==> src/core/clkgen_pkg.sv <==
// Purpose: constants for the quadrature master clock generator
// Assumes: clk is the fast oscillator and counts as the 160 MHz source
// Notes: all phases come from one free-running binary counter
package clkgen_pkg;
   localparam int OSC_MHZ = 160;
   localparam int FORTY_MHZ = 40;
   localparam int FAST_DIV = OSC_MHZ / FORTY_MHZ;
   localparam int SLOW_EXTRA = 32;
   localparam int SLOW_DIV = FAST_DIV * SLOW_EXTRA;
   localparam int CNT_W = $clog2(SLOW_DIV);
   localparam int FAST_MSB = $clog2(FAST_DIV) - 1;
   localparam int SLOW_MSB = CNT_W - 1;
   localparam int NCOPY = 3;
   localparam int FE_COPY = 1;
   // count one decodes with both phases low, so no short quadrature pulse follows reset
   localparam logic [CNT_W-1:0] CNT_RST = 7'h01;
   localparam logic [1:0] SAFE_PAIR = 2'h1;
   localparam logic [NCOPY:1] OUT_RST = 3'h0;
   localparam logic SYNC_RST = 1'b0;
   typedef enum logic [1:0] {
      MODE_FAST = 2'h0,
      MODE_TO_SLOW = 2'h1,
      MODE_SLOW = 2'h3,
      MODE_TO_FAST = 2'h2
   } rate_mode_e;
endpackage

==> src/core/pin_sync3.sv <==
// Purpose: three-stage pin synchroniser with agreement check
// Assumes: input is asynchronous to clk
// Notes: level follows once stages two and three agree
module pin_sync3
   import clkgen_pkg::*;
(
   input wire logic clk,
   input wire logic rst_n,
   input wire logic pin_in,
   output logic level_out
);
   logic s1_q, s2_q, s3_q, lvl_q, lvl_d;

   always_comb begin
      lvl_d = lvl_q;
      if (s2_q == s3_q) begin
         lvl_d = s3_q;
      end
   end

   always_ff @(posedge clk or negedge rst_n) begin
      if (!rst_n) begin
         s1_q <= SYNC_RST;
         s2_q <= SYNC_RST;
         s3_q <= SYNC_RST;
         lvl_q <= SYNC_RST;
      end else begin
         s1_q <= pin_in;
         s2_q <= s1_q;
         s3_q <= s2_q;
         lvl_q <= lvl_d;
      end
   end

   assign level_out = lvl_q;
endmodule

==> src/core/quadrature_master_clock_gen.sv <==
// Purpose: 40 MHz master clock in four phases, three copies, slowable copy one
// Assumes: clk runs at the oscillator rate; slow_req may be asynchronous
// Notes: outputs are registered, one clk behind the counter
module quadrature_master_clock_gen
   import clkgen_pkg::*;
(
   input wire logic clk,
   input wire logic rst_n,
   input wire logic slow_req,
   output logic master_clk_forty,
   output logic [NCOPY:1] clk_inphase_true,
   output logic [NCOPY:1] clk_inphase_comp,
   output logic [NCOPY:1] clk_quad_true,
   output logic [NCOPY:1] clk_quad_comp,
   output logic slow_active
);
   // quadrature phase lags in-phase by a quarter of the period of bit hi
   function automatic logic quad_of(input logic hi, input logic lo);
      return ~(hi ^ lo);
   endfunction

   logic slow_lvl;
   logic [CNT_W-1:0] cnt_q, cnt_d;
   rate_mode_e mode_q, mode_d;
   logic src_slow_q, src_slow_d;
   logic safe_now;
   logic fast_i, fast_q, slow_i, slow_q, fe_i, fe_q;
   logic forty_q, forty_d, slowact_q, slowact_d;
   logic [NCOPY:1] it_q, it_d, ic_q, ic_d, qt_q, qt_d, qc_q, qc_d;

   pin_sync3 u_slow_sync (
      .clk(clk),
      .rst_n(rst_n),
      .pin_in(slow_req),
      .level_out(slow_lvl)
   );

   // divider and phase decode
   always_comb begin
      cnt_d = cnt_q + 7'h01;
      fast_i = cnt_q[FAST_MSB];
      fast_q = quad_of(cnt_q[FAST_MSB], cnt_q[FAST_MSB-1]);
      slow_i = cnt_q[SLOW_MSB];
      slow_q = quad_of(cnt_q[SLOW_MSB], cnt_q[SLOW_MSB-1]);
      // all four of fast and slow phases low together
      safe_now = (cnt_q[FAST_MSB:FAST_MSB-1] == SAFE_PAIR) &&
                 (cnt_q[SLOW_MSB:SLOW_MSB-1] == SAFE_PAIR);
   end

   // rate switching for the front-end copy
   always_comb begin
      mode_d = mode_q;
      src_slow_d = src_slow_q;
      case (mode_q)
         MODE_FAST: begin
            if (slow_lvl) begin
               mode_d = MODE_TO_SLOW;
            end
         end
         MODE_TO_SLOW: begin
            if (!slow_lvl) begin
               mode_d = MODE_FAST;
            end else if (safe_now) begin
               mode_d = MODE_SLOW;
               src_slow_d = 1'b1;
            end
         end
         MODE_SLOW: begin
            if (!slow_lvl) begin
               mode_d = MODE_TO_FAST;
            end
         end
         MODE_TO_FAST: begin
            if (slow_lvl) begin
               mode_d = MODE_SLOW;
            end else if (safe_now) begin
               mode_d = MODE_FAST;
               src_slow_d = 1'b0;
            end
         end
         default: begin
            mode_d = MODE_FAST;
            src_slow_d = 1'b0;
         end
      endcase
   end

   // output copies
   always_comb begin
      fe_i = src_slow_q ? slow_i : fast_i;
      fe_q = src_slow_q ? slow_q : fast_q;
      it_d = {NCOPY{fast_i}};
      qt_d = {NCOPY{fast_q}};
      it_d[FE_COPY] = fe_i;
      qt_d[FE_COPY] = fe_q;
      ic_d = ~it_d;
      qc_d = ~qt_d;
      forty_d = fast_i;
      slowact_d = src_slow_q;
   end

   always_ff @(posedge clk or negedge rst_n) begin
      if (!rst_n) begin
         cnt_q <= CNT_RST;
         mode_q <= MODE_FAST;
         src_slow_q <= 1'b0;
         it_q <= OUT_RST;
         qt_q <= OUT_RST;
         ic_q <= ~OUT_RST;
         qc_q <= ~OUT_RST;
         forty_q <= 1'b0;
         slowact_q <= 1'b0;
      end else begin
         cnt_q <= cnt_d;
         mode_q <= mode_d;
         src_slow_q <= src_slow_d;
         it_q <= it_d;
         qt_q <= qt_d;
         ic_q <= ic_d;
         qc_q <= qc_d;
         forty_q <= forty_d;
         slowact_q <= slowact_d;
      end
   end

   assign master_clk_forty = forty_q;
   assign clk_inphase_true = it_q;
   assign clk_inphase_comp = ic_q;
   assign clk_quad_true = qt_q;
   assign clk_quad_comp = qc_q;
   assign slow_active = slowact_q;
endmodule

==> config.mk <==
export PLATFORM = sky130hd
export DESIGN_NAME = quadrature_master_clock_gen
export DESIGN_NICKNAME = d
export VERILOG_FILES = /design/src/core/clkgen_pkg.sv /design/src/core/pin_sync3.sv /design/src/core/quadrature_master_clock_gen.sv
export SDC_FILE = /design/constraint.sdc
export NUM_CORES = 1
export LEC_CHECK = 0
export BUFFER_PORTS_ARGS = -buffer_cell sky130_fd_sc_hd__buf_2
export CAP_MARGIN = 20
export CORE_MARGIN = 2
export CORE_UTILIZATION = 30
export CTS_CLUSTER_DIAMETER = 80
export DETAILED_ROUTE_END_ITERATION = 7
export GPL_TIMING_DRIVEN = 0
export HOLD_SLACK_MARGIN = 0.12
export PLACE_DENSITY = 0.48
export SYNTH_ARGS = -nofsm -noshare
export SYNTH_HDL_FRONTEND = slang
export SYNTH_SLANG_ARGS = --single-unit
==> constraint.sdc <==
create_clock -name clk -period 1.48 [get_ports clk]
set_input_delay 0.148 -clock clk [delete_from_list [all_inputs] [get_ports clk]]
set_output_delay 0.148 -clock clk [all_outputs]
set_load 0.005 [all_outputs]
* After elaboration in Yosys (flattened, before gate mapping)
Cells that the tools add are included.
Operators by class: add/sub/neg operators 1, multipliers 0, div/mod/pow operators 0, $lt $le $gt $ge 0, equal/unequal tests 14, shifts and indexed selects 0, muxes and demuxes 14, bitwise operators 6, reductions and logical operators 5
Operators with widths (number):
- 2-to-1 mux 2 bit | 6
- inequality test 2 bit (second input constant) | 4
- case mux 2 bit (4 select lines) | 1
- adder 7 x 1 -> 7 bit (second input constant) | 1
- == test 2 x 1 -> 1 bit (second input constant) | 3
- 2-to-1 mux 1 bit | 6
- inverter 3 bit | 2
- AND reduction 5 bit | 1
- == test 2 bit (second input constant) | 2
- inequality test 2 x 1 -> 1 bit (second input constant) | 2
- AND reduction 4 bit | 1
- inequality test 3 x 2 -> 1 bit (second input constant) | 1
- inequality test 3 bit (second input constant) | 1
- logical NOT 2 bit | 1
- inverter 1 bit | 2
- case mux 1 bit (2 select lines) | 1
- nonzero test 2 bit | 1
- bitwise XOR 1 bit | 2
- == test 1 bit | 1
- logical AND 1 bit | 1
Storage, ports and cells: register bits 26, latch bits 0, RAM bits 0, bits in read-only memories 0, logic and storage cells 53, memories 0

* Depth between registers and ports, before layout
Gate-level depths: netlist (run 1).
depth in word-level cells 5, gate-level depth with buffers 5, gate-level depth less buffers 5

* Cells and area by module
A second synthesis (run 1) with hierarchy kept.
Second synthesis, totals: cell total of the unflattened synthesis 75, area total of the unflattened synthesis 974.7 um2
Modules (own cells, without submodules):
- quadrature_master_clock_gen | instances 1, cells an instance 70, area an instance 863.3 um2
- pin_sync3 | instances 1, cells an instance 5, area an instance 111.4 um2

* Worst setup path before layout (run 1)
No wires, ideal clock.
path type register -> register, from register cnt_q[0], to register mode_q[1], setup time 0.128 ns, arrival 1.403 ns, data required time 1.352 ns, setup slack -0.051 ns, stages on the path, launching flop included 5, cells stage by stage dfstp_2 > ha_1 > a21boi_1 > o32ai_2 > mux2_1
Between the ends: word-level cells in the longest chain between the ends 4, elaborated cells on any way between the ends 5
RTL lines:
- start: declaration | RTL line quadrature_master_clock_gen.sv:23 | logic [CNT_W-1:0] cnt_q, cnt_d;
- start signal: assignment | RTL line quadrature_master_clock_gen.sv:114 | cnt_q <= cnt_d;
- == test 2 x 1 -> 1 bit * | RTL line quadrature_master_clock_gen.sv:46 | safe_now = (cnt_q[FAST_MSB:FAST_MSB-1] == SAFE_PAIR) &&
- logical AND 1 bit * | RTL line quadrature_master_clock_gen.sv:46
- inequality test 3 bit (no line) or inequality test 3 x 2 -> 1 bit (tied branches)
- AND reduction 4 bit (no line) *
- end signal: assignment | RTL line quadrature_master_clock_gen.sv:115 | mode_q <= mode_d;
- end: declaration | RTL line quadrature_master_clock_gen.sv:24 | rate_mode_e mode_q, mode_d;
Every way passes the cells marked *; elsewhere a longest branch is shown, timed or not. A chain may end at the register's enable or synchronous reset.

* Worst setup path after layout (run 1)
from register mode_q[1], to register mode_q[1]
Between the ends: word-level cells in the longest chain between the ends 3, elaborated cells on any way between the ends 10
RTL lines:
- == test 2 x 1 -> 1 bit, or another cell as far along | RTL line quadrature_master_clock_gen.sv:54 | case (mode_q)
- inequality test 3 bit (no line), or another cell as far along
- AND reduction 4 bit (no line)
Parallel ways exist; a longest one is shown, timed or not.

==> results of run 1 <==
[state kept, by name (all words and copies together), names as in the netlist, 2 cells and up]
name              flops
clk_inphase_comp      2
cnt_q                 7
clk_quad_comp         2
clk_quad_true         2
mode_q                2
[metal layers]
metal	GRT usage, %	vias to the layer above
li1	-	305
met1	13.1	296
met2	17.5	23
met3	4.41	2
met4	1.86	0
met5	0	-
[final timing paths]
kind / to / slack [ns] / depth (start not counted)
setup reg to reg: mode_q[1]$_DFFE_PN0P_ / -0.04 / 5
hold / removal: cnt_q[2]$_DFF_PN0_ / 0.33 / 2
min in group clk: u_slow_sync.s2_q$_DFF_PN0_ / 0.37 / 0
max in group asynchronous: clk_inphase_comp[1]$_DFF_PN1_ / 0.79 / 2
setup / recovery: mode_q[1]$_DFFE_PN0P_ / -0.04 / 5
hold reg to reg: u_slow_sync.s2_q$_DFF_PN0_ / 0.37 / 0
[through the flow]
stage / hold slack, ns / utilization (%) / instances
floorplan: -0.148 / - / 76
global placement: 0.137 / 37.2 / 136
detailed placement: 0.144 / 37.2 / 136
CTS: 0.337 / 40.2 / 147
global route: 0.357 / 42.2 / 149
finish: 0.329 / 42.2 / 149
[cell type report]
class / instances / share of cell area (%)
multi-input cells: 40 / 31.5
inverters: 8 / 2.31
plain buffers: 5 / 2.89
clock buffers: 3 / 1.73
repair buffers: 25 / 11.8
clock inverters: 1 / 0.578
well taps: 44 / 4.24
flip-flops and latches: 23 / 45.0
[synthesized netlist by cell type, drive strengths merged (2+ instances only)]
cell type	count
dfrtp	18
ha	9
inv	8
buf	5
dfstp	5
nor2	4
xnor2	4
nand2	3
nand3	3
a21boi	2
a21oi	2
mux2	2
o21a	2
[report_power, final]
part,internal (W),switching (W)
Clock,0.000103,0.000181
Sequential,0.000715,0.0000703
Combinational,0.000280,0.000215
Total,0.00110,0.000466
[placed cells by master, fill, tap and decap left out]
cell type and instances:
inv_1 5, nand2b_4 1, buf_2 16, ha_2 1
xnor2_1 4, ha_4 3, clkinvlp_4 1, nand4_1 1
dfrtp_2 2, dfrtp_1 16, nand3_1 3, nor2_1 3
maj3_1 1, nor3_1 1, xor2_1 1, mux2_2 1
and3_1 1, inv_2 3, nor2_2 1, a21boi_4 1
nand2_1 3, dfstp_2 5, o32ai_4 1, o22a_1 1
mux2i_1 1, mux2_4 1, a21boi_2 1, buf_4 12
ha_1 5, a21oi_1 2, clkbuf_4 3, dlygate4sd3_1 2
o21a_1 2
[repair_timing]
item	4_1_cts	5_1_grt
gates resized for setup	4	8
setup buffers	5	2
hold buffers	2	0
pin swaps	2	2
endpoints found under the hold margin	19	0
endpoints found under the setup margin	3	4
[worst register-to-register path: stages, from the launching register on]
cell	delay, ns
dfrtp_2	0.47
inv_2	0.09
ha_2	0.19
a21boi_2	0.24
o32ai_4	0.13
mux2_4	0.31
[cell families after synthesis]
logic type      Yosys count  synth area share, %
mux                       3                 3.31
simple gates             14                 6.62
xor+xnor                  5                 4.46
compound gates            8                 7.01
fa+ha+maj                10                 12.5
buf+inv                  13                 6.88
flops                    23                 59.2
==> impl_metrics.ini, run 1 <==
[finish]
n_antenna_cell = 0
drive_gt1_share_pct = 50.5
ff_latch_area_um2 = 584
nets = 118
stdcell_area_um2 = 1300
syn2layout_area_growth_pct = 32.2
fillers = 290
multi_input_area_um2 = 409

[critical_path]
crit_path_end_kind = flop
cp_max_fo = 5
slowest_delay_ns = 0.47
cp.buffers_inverters = 1
slowest_stage = dfrtp_2
cp_top_family = flip-flops
path_cells = inv_2, ha_2, a21boi_2, o32ai_4, mux2_4
crit_required_ns = 1.69
criticalPathCategory = flop to flop
r2r-start = mode_q[1]$_DFFE_PN0P_
crit_path_start = mode_q[1]$_DFFE_PN0P_
critPathLaunchType = flop
worst_ep_arrival_time_ns = 1.73

[detailed_routing]
vias_per_cell = 4.20
drt_wl_total_mm = 1.61
met1_length_um = 720
drtPass1Iterations = 4
drtIter0Drc = 5
route.met3.wl_um = 111
dr_wl_met2_um = 759
wire_per_inst_um = 10.8
ant_nets = 0
drc = 0
highest_layer = met4
vias = 626

[pwr]
power.density_nw_per_um2 = 1200
power_w = 0.00156
leakage_nw = 0.602
max-vdd-ir-drop_mv = 0.542

[yosys]
yosysSeqAreaShare_pct = 59.2
yosysTopAreaCell = dfrtp_1
ys_ff_latch = 23
yosysUniqueCellTypes = 24
synth_area_um2 = 982
mappedNetlistNets = 88
synth_top_cell_area_share_pct = 45.9
synth_edf_count = 0
synth_warnings = 0
yosys-top-cells-area = dfrtp_1, dfstp_2, ha_1
synth_flop_cell = dfrtp_1
avgSynthCellArea_um2 = 12.9
ys_async_sr_fraction_pct = 100
syn-instance-count = 76

[placed_design]
portBuffers = 16
pre_cts_ws_ns = -0.164
place_hpwl_mm = 1.09
placed_area_um2 = 1150
gp_routability_congestion = 0.678

[clock_network]
cts_max_level = 1
cts_tree = built
cts_buffer_depth = 2
cts_sinks = 23
clk_pin_slew_ns = 0.13
root_buffer = clkbuf_4
clk_latency_ns = 0.31
cts_buffers = 3

[grt]
antenna_found_initial = 0
grt_first_pass_wirelength_mm = 2.84
grt-ovfl-total = 0
grt_usage_pct = 10.6
grt_start_max_net_pins = 24
grt_pass1_vias = 649

[die]
io_pins = 17
rows = 20
die_h_um = 61.2
coreArea_um2 = 3080
die_area_um2 = 3750
start_util_pct = 31.9
die_w_um = 61.2

[flow_run]
cap_violations = 0

[run_status]
status = finished, violations left
violations = setup timing

[timing]
rsz0062_at_grt = yes
hold_violations = 0
min_period_over_period_pct = 103
fin_ws_ns = -0.0415
fmax_mhz = 657
fin_crit_ns = 1.52
max_slew_margin_pct = 67.3
setup-tns-final_ns = -0.0415
setup_violations = 1
tightest_slew_ns = 0.491
slew_viol_final = 0
skew_ns = 0.00945

[hold_path]
hp-class = primary input to asynchronous set/reset pin
Power figures use the tool's default switching activity.
==> run 2: changes to the inputs <==
--- a/config.mk
+++ b/config.mk
@@ -5,6 +5,7 @@
 export SDC_FILE = /design/constraint.sdc
 export NUM_CORES = 1
 export LEC_CHECK = 0
+export ABC_AREA = 0
 export BUFFER_PORTS_ARGS = -buffer_cell sky130_fd_sc_hd__buf_2
 export CAP_MARGIN = 20
 export CORE_MARGIN = 2
@@ -14,6 +15,8 @@
 export GPL_TIMING_DRIVEN = 0
 export HOLD_SLACK_MARGIN = 0.12
 export PLACE_DENSITY = 0.48
+export REMOVE_ABC_BUFFERS = 1
+export SKIP_LAST_GASP = 1
 export SYNTH_ARGS = -nofsm -noshare
 export SYNTH_HDL_FRONTEND = slang
 export SYNTH_SLANG_ARGS = --single-unit
==> impl_metrics.ini, run 2 (synthesis gave the netlist of run 1 again) <==
[critical_path]
r2r_cells = 6
worst_ep_arrival_time_ns = 1.70
rrSetupSlack_ns = 0.002
slowest_delay_ns = 0.38
critPathLaunchType = flop
slowest_stage = dfrtp_1
cp_max_fo = 4
r2r-end = mode_q[0]$_DFFE_PN0P_
criticalPathCategory = flop to flop
cp_top_family = flip-flops
cp_common_cell = buf_4
r2r-start = mode_q[0]$_DFFE_PN0P_
crit_required_ns = 1.70
path_cells = inv_2, buf_4, ha_2, o32ai_4, buf_4, mux2i_2
cp.buffers_inverters = 3
crit_path_end_kind = flop

[finish]
syn2layout_area_growth_pct = 29.7
n_antenna_cell = 0
drive_gt1_share_pct = 48.5
instances_no_fill = 145
final_util_pct = 41.4
largest-register = cnt_q
nets = 114
layout_common_cells = dfrtp_1, buf_2, buf_4, inv_1, dfstp_2
final_common_cell = dfrtp_1
largest_register_ff_count = 7

[placed_design]
portBuffers = 16
place_hpwl_mm = 1.02
placed_cells = 131
gp_routability_congestion = 0.645

[timing]
setup_violations = 0
fmax_mhz = 677
tightest_slew_ns = 0.485
whs_ns = 0.325
slew_viol_final = 0
fin_crit_ns = 1.48
rsz0062_at_grt = yes
hold_violations = 0
min_period_over_period_pct = 99.9
skew_ns = 0.00376
max_slew_margin_pct = 67.7

[grt]
grt-ovfl-total = 0
antenna_found_initial = 0
grt_usage_pct = 9.37
grt_pass1_vias = 596
grt_start_max_net_pins = 24
grt_first_pass_wirelength_mm = 2.50

[detailed_routing]
drtPass1Iterations = 2
drtIter0Drc = 7
drc = 0
vias = 598
wire_per_inst_um = 10.4
ant_nets = 0
drt_wl_total_mm = 1.51
vias_per_cell = 4.12

[clock_network]
clk_latency_ns = 0.30
clk_pin_slew_ns = 0.12
cts_buffer_depth = 2
cts_tree = built
cts_buffers = 3
cts_sinks = 23
cts_max_level = 1
root_buffer = clkbuf_4

[die]
start_util_pct = 31.9
die_w_um = 61.2
die_area_um2 = 3750
coreArea_um2 = 3080
die_h_um = 61.2
rows = 20
io_pins = 17

[pwr]
intPower_w = 0.00112
clkPwrFrac_pct = 17.3
comb_power_share_pct = 34.0
power_switching_share_pct = 29.6
p_sw_w = 0.000469
leakage_nw = 0.588
max-vdd-ir-drop_mv = 0.653
power.density_nw_per_um2 = 1250
seqPwrFrac_pct = 48.7

[run_status]
status = finished, final reports clean

[flow_run]
cap_violations = 0

[hold_path]
hp-class = primary input to asynchronous set/reset pin
## run 2: power by group through the flow
stage          logic (W)  registers (W)  clock network (W)
3_5_place_dp    0.000344       0.000787                  0
3_3_place_gp    0.000326       0.000785                  0
4_1_cts         0.000449       0.000772           0.000295
2_1_floorplan   0.000243       0.000780                  0
6_report        0.000539       0.000773           0.000275
5_1_grt         0.000595       0.000787           0.000322
## run 2: routing by layer
metal	vias up	global-route usage, %	part of all wire, %	wire, um
li1	294	-	-	-
met1	286	10.4	46	697
met2	16	16.4	48	722
met3	2	3.78	4.7	70
met4	0	2.80	0.93	14
met5	-	0	0	0
## run 2: what timing repair did
action | CTS | global route
pin swaps | 2 | 2
gates resized for setup | 9 | 10
setup buffers | 7 | 1
endpoints found under the setup margin | 3 | 3
endpoints found under the hold margin | 19 | 0
hold buffers | 2 | 0
## run 2: final cells by class
cell class,instances,area (um^2)
well taps,44,55.1
clock buffers,3,22.5
repair buffers,26,164
fillers,296,1800
clock inverters,1,5.00
multi-input cells,40,415
inverters,8,30.0
flip-flops and latches,23,582
## run 2: worst max path at each step
| stage | startpoint | to | slack (ns) | cells past startpoint |
|---|---|---|---|---|
| after floorplan | cnt_q[0]$_DFF_PN1_ | mode_q[1]$_DFFE_PN0P_ | -0.05 | 4 |
| after global placement | cnt_q[0]$_DFF_PN1_ | mode_q[1]$_DFFE_PN0P_ | -0.18 | 4 |
| after detailed placement | cnt_q[0]$_DFF_PN1_ | mode_q[1]$_DFFE_PN0P_ | -0.20 | 4 |
| after CTS | mode_q[1]$_DFFE_PN0P_ | mode_q[1]$_DFFE_PN0P_ | -0.05 | 4 |
| after global routing | mode_q[1]$_DFFE_PN0P_ | mode_q[0]$_DFFE_PN0P_ | -0.08 | 5 |
| final | mode_q[0]$_DFFE_PN0P_ | mode_q[0]$_DFFE_PN0P_ | 0.002 | 6 |
## run 2: through the flow
step | TNS, ns | worst slack (ns) | instance area [um^2] | total power, W
final | 0 | 0.00194 | 1270 | 0.00159
after floorplan | -0.0507 | -0.0507 | 945 | 0.00102
after CTS | -0.0946 | -0.0508 | 1220 | 0.00152
after global routing | -0.185 | -0.0835 | 1270 | 0.00170
after global placement | -0.185 | -0.185 | 1080 | 0.00111
after detailed placement | -0.266 | -0.202 | 1080 | 0.00113
==> run 3: changes to the inputs <==
--- a/config.mk
+++ b/config.mk
@@ -6,7 +6,7 @@
 export NUM_CORES = 1
 export LEC_CHECK = 0
 export ABC_AREA = 0
-export BUFFER_PORTS_ARGS = -buffer_cell sky130_fd_sc_hd__buf_2
+export BUFFER_PORTS_ARGS = -buffer_cell sky130_fd_sc_hd__buf_4
 export CAP_MARGIN = 20
 export CORE_MARGIN = 2
 export CORE_UTILIZATION = 30
==> impl_metrics.ini, run 3 (synthesis gave the netlist of run 1 again) <==
[detailed_routing]
drtIter0Drc = 2
drc = 0
vias = 605
drtPass1Iterations = 3
wire_per_inst_um = 10.8
vias_per_cell = 4.20
drt_wl_total_mm = 1.56
ant_nets = 0

[pwr]
seqPwrFrac_pct = 49.2
max-vdd-ir-drop_mv = 0.553
power_w = 0.00160
comb_power_share_pct = 33.0
p_sw_w = 0.000482
intPower_w = 0.00112
power.density_nw_per_um2 = 1210
clkPwrFrac_pct = 17.8
power_switching_share_pct = 30.1
leakage_nw = 0.606

[critical_path]
crit_path_end_kind = flop
crit_required_ns = 1.68
r2r-end = mode_q[1]$_DFFE_PN0P_
critPathLaunchType = flop
r2r-start = mode_q[1]$_DFFE_PN0P_
criticalPathCategory = flop to flop
crit_path_start = mode_q[1]$_DFFE_PN0P_
crit_path_end = mode_q[1]$_DFFE_PN0P_
r2r_cells = 4
cp_max_fo = 5
worst_ep_arrival_time_ns = 1.70
rrSetupSlack_ns = -0.02

[finish]
largest_register_ff_count = 7
drive_gt1_share_pct = 47.0
multi_input_area_um2 = 433
final_common_cell = buf_4
largest-register = cnt_q
final_util_pct = 43.0
ff_latch_area_um2 = 583
layout_common_cells = buf_4, dfrtp_1, inv_1, dfstp_2
nets = 113
n_antenna_cell = 0
fillers = 306
syn2layout_area_growth_pct = 34.9

[die]
io_pins = 17
die_area_um2 = 3750
die_h_um = 61.2
die_w_um = 61.2
rows = 20
start_util_pct = 31.9
coreArea_um2 = 3080

[grt]
grt_start_max_net_pins = 24
grt_usage_pct = 9.68
grt-ovfl-total = 0
grt_first_pass_wirelength_mm = 2.62
grt_pass1_vias = 579
antenna_found_initial = 0

[timing]
fin_crit_ns = 1.50
skew_ns = 0.00212
rsz0062_at_grt = yes
setup_violations = 1
fmax_mhz = 668
hold_violations = 0
whs_ns = 0.253
fin_ws_ns = -0.0163
tightest_slew_ns = 0.329
slew_viol_final = 0
min_period_over_period_pct = 101
max_slew_margin_pct = 78.1
setup-tns-final_ns = -0.0163

[clock_network]
cts_tree = built
root_buffer = clkbuf_4
clk_latency_ns = 0.30
cts_buffer_depth = 2
clk_pin_slew_ns = 0.12
cts_sinks = 23
cts_max_level = 1
cts_buffers = 3

[run_status]
status = finished, violations left
violations = setup timing

[placed_design]
pre_cts_ws_ns = -0.198
gp_routability_congestion = 0.671
portBuffers = 16

[hold_path]
hp-class = primary input to asynchronous set/reset pin

[flow_run]
cap_violations = 0
run 3: final cells by class:
type,instances,area share [%]
clock buffers,3,1.70
clock inverters,1,0.378
inverters,8,2.27
multi-input cells,40,32.7
flip-flops and latches,23,44.0
well taps,44,4.15
repair buffers,25,14.8
run 3: worst min path at each step:
stage                     start                       endpoint  slack, ns  cells after the start
after global routing      rst_n             cnt_q[2]$_DFF_PN0_       0.26                      2
after floorplan           rst_n  clk_inphase_true[1]$_DFF_PN0_      -0.15                      0
final                     rst_n             cnt_q[2]$_DFF_PN0_       0.25                      2
after CTS                 rst_n             cnt_q[2]$_DFF_PN0_       0.25                      2
after global placement    rst_n             cnt_q[3]$_DFF_PN0_       0.06                      1
after detailed placement  rst_n             cnt_q[3]$_DFF_PN0_       0.06                      1
run 3: layer usage:
| metal | part of all wire, % | track usage (%) | vias to the layer above |
|---|---|---|---|
| met5 | 0 | 0 | - |
| met4 | 0.90 | 2.80 | 0 |
| met3 | 3.8 | 3.78 | 2 |
| met2 | 50 | 15.2 | 14 |
| met1 | 45 | 12.4 | 300 |
| li1 | - | - | 289 |
run 3: worst max-delay path, cell delays in order (launching register included):
cell,delay (ns)
dfrtp_2,0.48
ha_4,0.19
a21boi_4,0.14
o32ai_4,0.25
mux2_4,0.33
run 3: repair_timing:
item                                    in CTS  in global routing
pin swaps                                    2                  3
hold buffers                                 2                  0
endpoints found under the setup margin       3                  3
hold endpoints to repair                    24                  0
gates resized for setup                     10                 11
setup buffers                                6                  1
cloned                                       0                  0
run 3: power by group through the flow:
stage	Sequential (W)	Clock [W]	Combinational (W)
floorplan	0.000780	0	0.000243
global placement	0.000789	0	0.000350
detailed placement	0.000792	0	0.000359
CTS	0.000784	0.000301	0.000452
global route	0.000805	0.000325	0.000590
finish	0.000788	0.000285	0.000528
run 3: stage by stage:
step / cells / cell area [um^2]
2_1_floorplan: 71 / 945
3_3_place_gp: 131 / 1120
3_5_place_dp: 131 / 1120
4_1_cts: 143 / 1250
5_1_grt: 144 / 1330
6_report: 144 / 1330
